[src/rtl/sdm_pkg.sv]
// sdm_pkg: register map, field positions and reset values of the synthesizer
// mode and divider control block; shared by sdm_mode_ctrl, the checker and the testbench.
package sdm_pkg;
    // =====================================================================
    // bus geometry
    localparam int ADDR_W = 8;
    localparam int DATA_W = 32;
    localparam int REG_W  = 24;

    // =====================================================================
    // main register offsets (indices on the plain port)
    localparam logic [7:0] OFS_REF_DIV    = 8'h02;
    localparam logic [7:0] OFS_INT_DIV    = 8'h03;
    localparam logic [7:0] OFS_FRAC_VAL   = 8'h04;
    localparam logic [7:0] OFS_VCO_IND    = 8'h05;
    localparam logic [7:0] OFS_MOD_CFG    = 8'h06;
    localparam logic [7:0] OFS_CP_CTRL    = 8'h09;
    localparam logic [7:0] OFS_STATUS     = 8'h10;

    // =====================================================================
    // vco subsystem register addresses, carried inside the indirect word
    localparam logic [3:0] VCO_OFS_BIAS   = 4'h2;
    localparam logic [3:0] VCO_OFS_DBL    = 4'h3;
    // indirect word layout: [3:0] vco address, [12:4] vco data
    localparam int IND_ADDR_LSB = 0;
    localparam int IND_ADDR_W   = 4;
    localparam int IND_DATA_LSB = 4;
    localparam int IND_DATA_W   = 9;

    // =====================================================================
    // field positions
    localparam int INT_DIV_W      = 19;
    localparam int FRAC_W         = 24;
    localparam int MOD_FRAC_EN    = 11;
    localparam int MOD_BYPASS     = 7;
    localparam int CP_DN_GAIN_LSB = 0;
    localparam int CP_UP_GAIN_LSB = 7;
    localparam int CP_GAIN_W      = 7;
    localparam int CP_OFS_LSB     = 14;
    localparam int CP_OFS_W       = 7;
    localparam int CP_UP_OFS_EN   = 21;
    localparam int CP_DN_OFS_EN   = 22;
    localparam int OUT_DIV_W      = 6;
    localparam int OFS_STEP_UA    = 5;
    localparam int INT_MIN_INTEGER = 16;
    localparam int INT_MIN_FRAC   = 20;
    localparam int INT_MAX_FRAC   = 524284;

    // =====================================================================
    // reset values
    localparam logic [REG_W-1:0]  RST_REF_DIV  = 24'h000001;
    localparam logic [INT_DIV_W-1:0] RST_INT_DIV = 19'h00014;
    localparam logic [REG_W-1:0]  RST_MOD_CFG  = 24'h000080;
    localparam logic [REG_W-1:0]  RST_CP_CTRL  = 24'h000000;
    localparam logic [OUT_DIV_W-1:0] RST_OUT_DIV = 6'h01;
    localparam logic             RST_DBL       = 1'b1;
    // doubler enable level; polarity is not settled, so it is a parameter default
    localparam logic             DBL_ON_LEVEL  = 1'b0;
endpackage

[src/rtl/sdm_cfg_reg.sv]
// sdm_cfg_reg: one write-enabled configuration register with reset value.
// assumes CLOCK domain and async active-low reset of the top.
`timescale 1ns/1ps
module sdm_cfg_reg #(
    parameter int          W   = 24,
    parameter logic [W-1:0] RST = '0
) (
    input  wire logic         clk_in,
    input  wire logic         rst_n_in,
    input  wire logic         we_in,
    input  wire logic [W-1:0] d_in,
    output logic      [W-1:0] q_out
);
    // =====================================================================
    // storage
    always_ff @(posedge clk_in or negedge rst_n_in) begin
        if (!rst_n_in) begin
            q_out <= RST;
        end else if (we_in) begin
            q_out <= d_in;
        end
    end
endmodule

[src/rtl/sdm_mode_ctrl.sv]
// sdm_mode_ctrl: configuration registers of a fractional-n synthesizer:
// reference, integer and fractional dividers, modulator mode, charge pump
// offset, and vco output divider / doubler through an indirect write word.
// assumes a plain register port on CLOCK_IN, read data one cycle after strobe.
//
// Decided for this implementation: the plain strobed port.
`timescale 1ns/1ps
module sdm_mode_ctrl
    import sdm_pkg::*;
#(
    parameter logic DBL_ON = DBL_ON_LEVEL
) (
    input  wire logic              CLOCK_IN,
    input  wire logic              RESET_N_IN,
    // register port
    input  wire logic [ADDR_W-1:0] ADDR_IN,
    input  wire logic [DATA_W-1:0] WDATA_IN,
    input  wire logic              WR_IN,
    input  wire logic              RD_IN,
    output logic      [DATA_W-1:0] RDATA_OUT,
    // synthesizer controls
    output logic      [REG_W-1:0]  REF_DIV_OUT,
    output logic      [INT_DIV_W-1:0] INT_DIV_OUT,
    output logic      [FRAC_W-1:0] FRAC_OUT,
    output logic                   FRAC_MODE_OUT,
    output logic                   MOD_EN_OUT,
    output logic                   MOD_BYPASS_OUT,
    output logic      [CP_GAIN_W-1:0] CP_UP_GAIN_OUT,
    output logic      [CP_GAIN_W-1:0] CP_DN_GAIN_OUT,
    output logic                   CP_UP_OFS_EN_OUT,
    output logic                   CP_DN_OFS_EN_OUT,
    output logic      [CP_OFS_W-1:0] CP_OFS_MAG_OUT,
    output logic      [OUT_DIV_W-1:0] OUT_DIV_OUT,
    output logic                   DOUBLER_EN_OUT,
    output logic                   AUTO_BAND_OUT,
    output logic                   DIV_RANGE_OK_OUT
);
    // =====================================================================
    // address decode
    wire logic hit_ref  = (ADDR_IN == OFS_REF_DIV);
    wire logic hit_int  = (ADDR_IN == OFS_INT_DIV);
    wire logic hit_frac = (ADDR_IN == OFS_FRAC_VAL);
    wire logic hit_ind  = (ADDR_IN == OFS_VCO_IND);
    wire logic hit_mod  = (ADDR_IN == OFS_MOD_CFG);
    wire logic hit_cp   = (ADDR_IN == OFS_CP_CTRL);
    wire logic hit_stat = (ADDR_IN == OFS_STATUS);

    wire logic we_ref  = WR_IN && hit_ref;
    wire logic we_int  = WR_IN && hit_int;
    wire logic we_frac = WR_IN && hit_frac;
    wire logic we_ind  = WR_IN && hit_ind;
    wire logic we_mod  = WR_IN && hit_mod;
    wire logic we_cp   = WR_IN && hit_cp;

    wire logic [REG_W-1:0] wdata24 = WDATA_IN[REG_W-1:0];

    // =====================================================================
    // main registers
    logic [REG_W-1:0]     ref_q;
    logic [INT_DIV_W-1:0] int_q;
    logic [FRAC_W-1:0]    frac_q;
    logic [REG_W-1:0]     ind_q;
    logic [REG_W-1:0]     mod_q;
    logic [REG_W-1:0]     cp_q;

    sdm_cfg_reg #(.W(REG_W), .RST(RST_REF_DIV)) u_ref (
        .clk_in   (CLOCK_IN),
        .rst_n_in (RESET_N_IN),
        .we_in    (we_ref),
        .d_in     (wdata24),
        .q_out    (ref_q)
    );

    sdm_cfg_reg #(.W(INT_DIV_W), .RST(RST_INT_DIV)) u_int (
        .clk_in   (CLOCK_IN),
        .rst_n_in (RESET_N_IN),
        .we_in    (we_int),
        .d_in     (WDATA_IN[INT_DIV_W-1:0]),
        .q_out    (int_q)
    );

    sdm_cfg_reg #(.W(FRAC_W), .RST('0)) u_frac (
        .clk_in   (CLOCK_IN),
        .rst_n_in (RESET_N_IN),
        .we_in    (we_frac),
        .d_in     (WDATA_IN[FRAC_W-1:0]),
        .q_out    (frac_q)
    );

    sdm_cfg_reg #(.W(REG_W), .RST('0)) u_ind (
        .clk_in   (CLOCK_IN),
        .rst_n_in (RESET_N_IN),
        .we_in    (we_ind),
        .d_in     (wdata24),
        .q_out    (ind_q)
    );

    sdm_cfg_reg #(.W(REG_W), .RST(RST_MOD_CFG)) u_mod (
        .clk_in   (CLOCK_IN),
        .rst_n_in (RESET_N_IN),
        .we_in    (we_mod),
        .d_in     (wdata24),
        .q_out    (mod_q)
    );

    sdm_cfg_reg #(.W(REG_W), .RST(RST_CP_CTRL)) u_cp (
        .clk_in   (CLOCK_IN),
        .rst_n_in (RESET_N_IN),
        .we_in    (we_cp),
        .d_in     (wdata24),
        .q_out    (cp_q)
    );

    // =====================================================================
    // indirect vco writes: the word lands, then one cycle later the named
    // vco register takes its data; vco registers have no direct address
    logic                 ind_go_q;
    logic [OUT_DIV_W-1:0] out_div_q;
    logic                 dbl_q;

    wire logic [IND_ADDR_W-1:0] ind_addr = ind_q[IND_ADDR_LSB +: IND_ADDR_W];
    wire logic [IND_DATA_W-1:0] ind_data = ind_q[IND_DATA_LSB +: IND_DATA_W];

    // odd divide values above 1 are not legal and are refused
    wire logic [OUT_DIV_W-1:0] div_req = ind_data[OUT_DIV_W-1:0];
    wire logic div_legal = (div_req == 6'h01) || ((div_req != 6'h00) && !div_req[0]);

    wire logic we_bias = ind_go_q && (ind_addr == VCO_OFS_BIAS) && div_legal;
    wire logic we_dbl  = ind_go_q && (ind_addr == VCO_OFS_DBL);

    always_ff @(posedge CLOCK_IN or negedge RESET_N_IN) begin
        if (!RESET_N_IN) begin
            ind_go_q <= 1'b0;
        end else begin
            ind_go_q <= we_ind;
        end
    end

    always_ff @(posedge CLOCK_IN or negedge RESET_N_IN) begin
        if (!RESET_N_IN) begin
            out_div_q <= RST_OUT_DIV;
        end else if (we_bias) begin
            out_div_q <= div_req;
        end
    end

    always_ff @(posedge CLOCK_IN or negedge RESET_N_IN) begin
        if (!RESET_N_IN) begin
            dbl_q <= RST_DBL;
        end else if (we_dbl) begin
            dbl_q <= ind_data[0];
        end
    end

    // =====================================================================
    // mode decode
    wire logic mod_en     = mod_q[MOD_FRAC_EN];
    wire logic mod_bypass = mod_q[MOD_BYPASS];
    wire logic frac_mode  = mod_en && !mod_bypass;
    // mixed settings are neither mode; treat as integer, safest for lock
    wire logic int_mode   = !frac_mode;

    // integer operation forces zero fractional contribution
    wire logic [FRAC_W-1:0] frac_eff = frac_mode ? frac_q : '0;

    // =====================================================================
    // divider range check per mode
    localparam logic [INT_DIV_W-1:0] LO_INT  = INT_DIV_W'(INT_MIN_INTEGER);
    localparam logic [INT_DIV_W-1:0] HI_INT  = '1;
    localparam logic [INT_DIV_W-1:0] LO_FRAC = INT_DIV_W'(INT_MIN_FRAC);
    localparam logic [INT_DIV_W-1:0] HI_FRAC = INT_DIV_W'(INT_MAX_FRAC);

    wire logic [INT_DIV_W-1:0] lo_sel = frac_mode ? LO_FRAC : LO_INT;
    wire logic [INT_DIV_W-1:0] hi_sel = frac_mode ? HI_FRAC : HI_INT;
    logic range_ok;

    sdm_range_chk #(.W(INT_DIV_W)) u_chk (
        .clk_in   (CLOCK_IN),
        .rst_n_in (RESET_N_IN),
        .val_in   (int_q),
        .lo_in    (lo_sel),
        .hi_in    (hi_sel),
        .ok_out   (range_ok)
    );

    // =====================================================================
    // outputs, all from flip-flops
    always_ff @(posedge CLOCK_IN or negedge RESET_N_IN) begin
        if (!RESET_N_IN) begin
            REF_DIV_OUT      <= RST_REF_DIV;
            INT_DIV_OUT      <= RST_INT_DIV;
            FRAC_OUT         <= '0;
            FRAC_MODE_OUT    <= 1'b0;
            MOD_EN_OUT       <= RST_MOD_CFG[MOD_FRAC_EN];
            MOD_BYPASS_OUT   <= RST_MOD_CFG[MOD_BYPASS];
            CP_UP_GAIN_OUT   <= '0;
            CP_DN_GAIN_OUT   <= '0;
            CP_UP_OFS_EN_OUT <= 1'b0;
            CP_DN_OFS_EN_OUT <= 1'b0;
            CP_OFS_MAG_OUT   <= '0;
            OUT_DIV_OUT      <= RST_OUT_DIV;
            DOUBLER_EN_OUT   <= 1'b0;
            AUTO_BAND_OUT    <= 1'b0;
        end else begin
            REF_DIV_OUT      <= ref_q;
            INT_DIV_OUT      <= int_q;
            FRAC_OUT         <= frac_eff;
            FRAC_MODE_OUT    <= frac_mode;
            MOD_EN_OUT       <= mod_en;
            MOD_BYPASS_OUT   <= mod_bypass;
            CP_UP_GAIN_OUT   <= cp_q[CP_UP_GAIN_LSB +: CP_GAIN_W];
            CP_DN_GAIN_OUT   <= cp_q[CP_DN_GAIN_LSB +: CP_GAIN_W];
            CP_UP_OFS_EN_OUT <= cp_q[CP_UP_OFS_EN];
            CP_DN_OFS_EN_OUT <= cp_q[CP_DN_OFS_EN];
            CP_OFS_MAG_OUT   <= cp_q[CP_OFS_LSB +: CP_OFS_W];
            OUT_DIV_OUT      <= out_div_q;
            DOUBLER_EN_OUT   <= (dbl_q == DBL_ON);
            AUTO_BAND_OUT    <= 1'b1;
        end
    end

    // same cycle as the other outputs: the check itself is registered
    assign DIV_RANGE_OK_OUT = range_ok;

    // =====================================================================
    // read port; unmapped addresses read zero
    logic [DATA_W-1:0] rd_mux;
    // status: mode, range flag, doubler bit, full output divider
    wire logic [DATA_W-1:0] stat_full = {20'h00000, 1'b0, int_mode, range_ok,
                                         dbl_q, 2'h0, out_div_q};

    always_comb begin
        rd_mux = '0;
        if (hit_ref) begin
            rd_mux = {8'h00, ref_q};
        end else if (hit_int) begin
            rd_mux = {13'h0000, int_q};
        end else if (hit_frac) begin
            rd_mux = {8'h00, frac_q};
        end else if (hit_ind) begin
            rd_mux = {8'h00, ind_q};
        end else if (hit_mod) begin
            rd_mux = {8'h00, mod_q};
        end else if (hit_cp) begin
            rd_mux = {8'h00, cp_q};
        end else if (hit_stat) begin
            rd_mux = stat_full;
        end
    end

    always_ff @(posedge CLOCK_IN or negedge RESET_N_IN) begin
        if (!RESET_N_IN) begin
            RDATA_OUT <= '0;
        end else if (RD_IN) begin
            RDATA_OUT <= rd_mux;
        end else begin
            RDATA_OUT <= '0;
        end
    end

endmodule

[src/rtl/sdm_range_chk.sv]
// sdm_range_chk: registered check that a divider value lies in [lo, hi].
// assumes same clock and reset as the top.
`timescale 1ns/1ps
module sdm_range_chk #(
    parameter int W = 19
) (
    input  wire logic         clk_in,
    input  wire logic         rst_n_in,
    input  wire logic [W-1:0] val_in,
    input  wire logic [W-1:0] lo_in,
    input  wire logic [W-1:0] hi_in,
    output logic              ok_out
);
    // =====================================================================
    // compare
    wire logic ok_d = (val_in >= lo_in) && (val_in <= hi_in);

    always_ff @(posedge clk_in or negedge rst_n_in) begin
        if (!rst_n_in) begin
            ok_out <= 1'b0;
        end else begin
            ok_out <= ok_d;
        end
    end
endmodule

[config.mk]
export PLATFORM = sky130hd
export DESIGN_NAME = sdm_mode_ctrl
export DESIGN_NICKNAME = d
export VERILOG_FILES = /design/src/rtl/sdm_pkg.sv /design/src/rtl/sdm_cfg_reg.sv /design/src/rtl/sdm_mode_ctrl.sv /design/src/rtl/sdm_range_chk.sv
export SDC_FILE = /design/constraint.sdc
export NUM_CORES = 1
export LEC_CHECK = 0
export ABC_CLOCK_PERIOD_IN_PS = 2200
export BUFFER_PORTS_ARGS = -buffer_cell sky130_fd_sc_hd__buf_2
export CAP_MARGIN = 20
export CORE_MARGIN = 3
export CORE_UTILIZATION = 23
export CTS_BUF_LIST = sky130_fd_sc_hd__clkbuf_2 sky130_fd_sc_hd__clkbuf_4 sky130_fd_sc_hd__clkbuf_8
export CTS_CLUSTER_SIZE = 14
export DETAILED_ROUTE_END_ITERATION = 16
export PLACE_DENSITY = 0.4
export RECOVER_POWER = 100
export SLEW_MARGIN = 20
export SYNTH_ARGS = -nofsm -noshare
export SYNTH_HDL_FRONTEND = slang
export SYNTH_SLANG_ARGS = --single-unit
export TNS_END_PERCENT = 20
[constraint.sdc]
create_clock -name CLOCK_IN -period 2.2 [get_ports CLOCK_IN]
set_input_delay 0.44 -clock CLOCK_IN [delete_from_list [all_inputs] [get_ports CLOCK_IN]]
set_output_delay 0.44 -clock CLOCK_IN [all_outputs]
set_load 0.02 [all_outputs]
* Word-level counts from Yosys, hierarchy flattened *
Index checks and enable logic that the tools add are counted.

cells by class
  bitwise gates (word level) = 1
  order comparisons = 2
  reduce and logical (&&, ||, !) cells = 17
  muxes and demuxes = 11
  equal/unequal tests = 10

operators by type and width
  kind                  count
  $mux W24              5
  $mux W32              3
  $eq A8 B3 Y1 const B  3
  $ge A19 B5 Y1         1
  $le A19 B19 Y1        1
  $eq A8 B2 Y1 const B  2
  $logic_and A1 B1 Y1   12
  $mux W11              1
  $eq A4 B2 Y1 const B  2
  $eq A8 B4 Y1 const B  1
  $eq A8 B5 Y1 const B  1
  $eq A6 B1 Y1 const B  1
  $reduce_bool A6 Y1    1
  $logic_not A1 Y1      3
  $mux W3               1
  $mux W2               1
  $logic_or A1 B1 Y1    1
  $not A1 Y1            1

word-level totals
  input bits = 44
  output and inout port bits = 134
  bits in registers = 281
  logic and storage cells = 66

* Longest topological paths before layout *
  depth in word-level cells = 11
  depth in mapped cells = 8
  depth with buffers taken out = 7

* By module *
Synthesis repeated with hierarchy kept, for this count alone.

second synthesis, totals
  cell total of the unflattened synthesis = 866
  area total of the unflattened synthesis = 12051.6 um^2

by module, submodules not included
  module                   seq. area each (um^2)  cells each  area each (um^2)  instances
  sdm_mode_ctrl            3337.0                 438         5316.3            1
  sdm_cfg_reg (u_cp ...)   600.6                  51          997.2             3
  sdm_cfg_reg (u_mod ...)  601.8                  51          998.5             2
  sdm_range_chk            25.0                   133         985.9             1
  sdm_cfg_reg (u_int)      478.0                  40          760.7             1

* Worst setup path after synthesis *
No wires, ideal clock.

  path kind = in2reg
  start = input ADDR_IN[5]
  end = register u_ind.q_out[17]
  stages = 6
  data required time = 2.072 ns
  path slack = 0.060 ns
  buffers on the path = 2
  arrival = 2.012 ns
  cell sequence = or4_1 > buf_2 > nor4_4 > nand2_2 > buf_2 > mux2_1

between the ends
  cells in the longest elaborated chain, start to end = 2

ends and longest elaborated chain
  what                  RTL line             RTL
  start, declared       sdm_mode_ctrl.sv:16  input wire logic [ADDR_W-1:0] ADDR_IN,
  $eq A8 B3 Y1          sdm_mode_ctrl.sv:43  wire logic hit_ind = (ADDR_IN == OFS_VCO_IND);
  $logic_and A1 B1 Y1   sdm_mode_ctrl.sv:51  wire logic we_ind = WR_IN && hit_ind;
  end signal, assigned  sdm_cfg_reg.sv:20    q_out <= d_in;
  end, declared         sdm_cfg_reg.sv:12    output logic [W-1:0] q_out

No other way between the ends.
A chain may end at the register's enable or synchronous reset.

* Worst setup path after layout *
  start = input ADDR_IN[5]
  end = register u_mod.q_out[17]

between the ends
  cells in the longest elaborated chain, start to end = 2

ends and longest elaborated chain
  what                  RTL line             RTL
  $eq A8 B3 Y1          sdm_mode_ctrl.sv:44  wire logic hit_mod = (ADDR_IN == OFS_MOD_CFG);
  $logic_and A1 B1 Y1   sdm_mode_ctrl.sv:52  wire logic we_mod = WR_IN && hit_mod;
  end signal, assigned  sdm_cfg_reg.sv:20
  end, declared         sdm_cfg_reg.sv:12

No other way between the ends.

==> flow_summary.ini <==
[power]
p_total_mw = 11.16
p_leak_nw = 6.233
max-vdd-ir-drop_mv = 0.2633
powerDensity_nw_per_um2 = 846.4

[die]
core_area_sq_um = 44410
start_util = 0.2339
die_h_microns = 218.5
die-area_sq_um = 47740
pin_count = 178
rows = 77
die_w_microns = 218.5

[placed_design]
place_congestion = 0.7442
port_buffers = 161
dpl.hpwl_microns = 24640
dp.cells = 1525

[layout]
syn2layout_area_growth_pct = 26.98
nets = 1032
layout_common_cells = 262 x dfrtp_1, 144 x mux2_2, 141 x clkbuf_1, 63 x clkbuf_8, 45 x buf_4
final_common_cell = dfrtp_1
final_cell_count_no_fill = 1617
drive_gt1_frac = 0.3350
final_util = 0.2970

[yosys]
yosysTopAreaCellShare = 0.6312
synth_cells = 733
synth.cell_area_sq_um = 10390
synth-seq-cells = 273
ys_types = 56
ys_async_sr_fraction = 1.000
ys.flop_type = dfrtp_1
synth.area.top_cells = dfrtp_1 63%, mux2_2 16%, dfstp_2 2.8%, a21oi_1 1.8%, a221oi_1 1.7%
ys_seq_area_frac = 0.6591
synth_edf_count = 0
yosys_warnings = 0
syn_area_per_cell_sq_um = 14.17
synth_top_area_cell = dfrtp_1

[hold_path]
hold_end = u_ind.q_out[17]
min_from = WDATA_IN[17]
hold_path_depth = 2
hp-class = in -> reg

[setup_path]
crit_slowest_cell = or4_1
r2r_cells = 4
crit_chain = buf_2 > or4_1 > clkbuf_1 > nor3_1 > nand2_1 > clkbuf_2 > mux2_2
worstPathBufferInverterCount = 3
cpLargestDelayFamily = simple AND/OR/NAND/NOR gates
reg2reg_to = out_div_q[5]
slowest_delay_ns = 0.59
start_kind = input pin
critPathKind = in -> reg
critical_path.max_fanout = 7
arrival_ns = 2.64
required_ns = 2.67
r2r-start = u_ind.q_out[8]
r2r_slack_ns = 0.15
critPathCaptureType = register

[drt]
vias = 6960
wl_per_cell_microns = 22.02
first_pass_iters = 4
ant_nets = 0
drc_errors = 0
vias_per_cell = 4.304
drtIter0Drc = 478
wirelength_microns = 35610

[sta]
max_slew_margin = 0.1617
worst_pin_slew_ns = 1.257
slew_violations = 0
whs_ns = 0.1491
min_period_over_period = 0.9860
report.final.hold_viol_count = 0
fin_skew_ns = 0.03181
grt_setup_unrepaired = false
finalSetupViolations = 0
period_needed_ns = 2.169
max_freq_ghz = 0.4610

[grt]
gr-usage-all-layers = 0.1501
grt_pass1_wl_microns = 52650
gr-total-overflow = 0
antenna_found_initial = 5
grt_pass1_vias = 7705
grt_max_degree = 126

[run]
drv_cap = 0

[cts]
numCtsBuffers = 49
cts-root-buf = clkbuf_8
htreeDepth = 2
clk_latency_ns = 0.59
cts_buffer_depth = 3
clock-sinks = 273
cts_tree = yes
clk_pin_slew_ns = 0.06

[run_status]
status = completed
## where the power goes
part | internal [mW] | leakage (nW) | switching, mW | total (mW)
logic | 0.223 | 1.94 | 0.450 | 0.673
registers | 5.22 | 3.72 | 0.151 | 5.37
clock network | 2.94 | 0.576 | 2.18 | 5.11
total | 8.38 | 6.23 | 2.78 | 11.2
## synth_stat cells (3+ instances only)
cell type,count
ha_1,3
mux2i_1,14
clkbuf_1,16
a21oi_1,37
nor4_1,6
mux2_2,144
buf_2,18
nand2_1,40
nand2b_1,4
a31oi_1,3
inv_1,9
buf_4,8
dfstp_2,11
o21ai_0,17
a221oi_1,20
nor3_1,4
o22ai_1,4
nor2b_1,5
nand4_1,4
a22oi_1,17
and2_1,25
nor2_1,17
dfrtp_1,262
nand3_1,3
## stage by stage
| stage | worst slack [ns] | area, sq um | setup TNS [ns] |
|---|---|---|---|
| 6_report | 0.03086 | 13190 | 0 |
| 2_1_floorplan | 0.06042 | 10410 | 0 |
| 3_3_place_gp | -0.3108 | 12430 | -19.52 |
| 5_1_grt | 0.03242 | 13190 | 0 |
| 3_5_place_dp | -0.3115 | 12430 | -18.76 |
| 4_1_cts | 0.1310 | 13520 | 0 |
## state kept, by name (all words and copies together), names as in the netlist, 6 cells and up
signal,cells
CP_OFS_MAG_OUT,7
u_ref.q_out,24
REF_DIV_OUT,24
CP_UP_GAIN_OUT,7
u_mod.q_out,24
u_int.q_out,19
u_frac.q_out,24
OUT_DIV_OUT,6
INT_DIV_OUT,19
u_ind.q_out,24
out_div_q,6
CP_DN_GAIN_OUT,7
FRAC_OUT,24
u_cp.q_out,24
RDATA_OUT,24
## layer usage
layer | up-vias | track usage | share of wire
met4 | 6 | 0.03914 | 0.018
met5 | - | 0 | 0.0010
met2 | 162 | 0.2480 | 0.48
li1 | 3138 | - | -
met1 | 3602 | 0.1987 | 0.44
met3 | 52 | 0.03476 | 0.052
## layout make-up
cell class | count | area [sq um]
multi-input combinational | 413 | 3304
fill | 4613 | 31220
tap | 592 | 740.7
clock inverter | 13 | 100.1
inverter | 10 | 37.54
timing repair buffer | 238 | 1186
antenna | 1 | 2.502
clock buffer | 77 | 972.2
sequential | 273 | 6845
## worst max-delay path by stage
stage,startpoint,end,slack [ns],cells past startpoint
finish,ADDR_IN[5],u_mod.q_out[17],0.03,7
global route,ADDR_IN[5],u_mod.q_out[18],0.03,7
CTS,u_ind.q_out[8],out_div_q[2],0.13,4
detailed placement,ADDR_IN[5],RDATA_OUT[20],-0.31,8
global placement,ADDR_IN[5],RDATA_OUT[20],-0.31,8
floorplan,ADDR_IN[5],u_ind.q_out[17],0.06,6
## logic make-up after synthesis
family                     synth area share
and+or+nand+nor                     0.06951
other                             0.0007231
buffers and inverters               0.02458
AOI/OAI and AO/OA                   0.07180
adders and majority gates          0.003614
muxes                                0.1707
DFF                                  0.6591
## repair_timing
item,CTS,global route
endpoints found under the hold margin,142,0
resized for setup,0,0
buffers inserted,0,0
hold buffers,1,0
(Power assumes the default switching activity.)
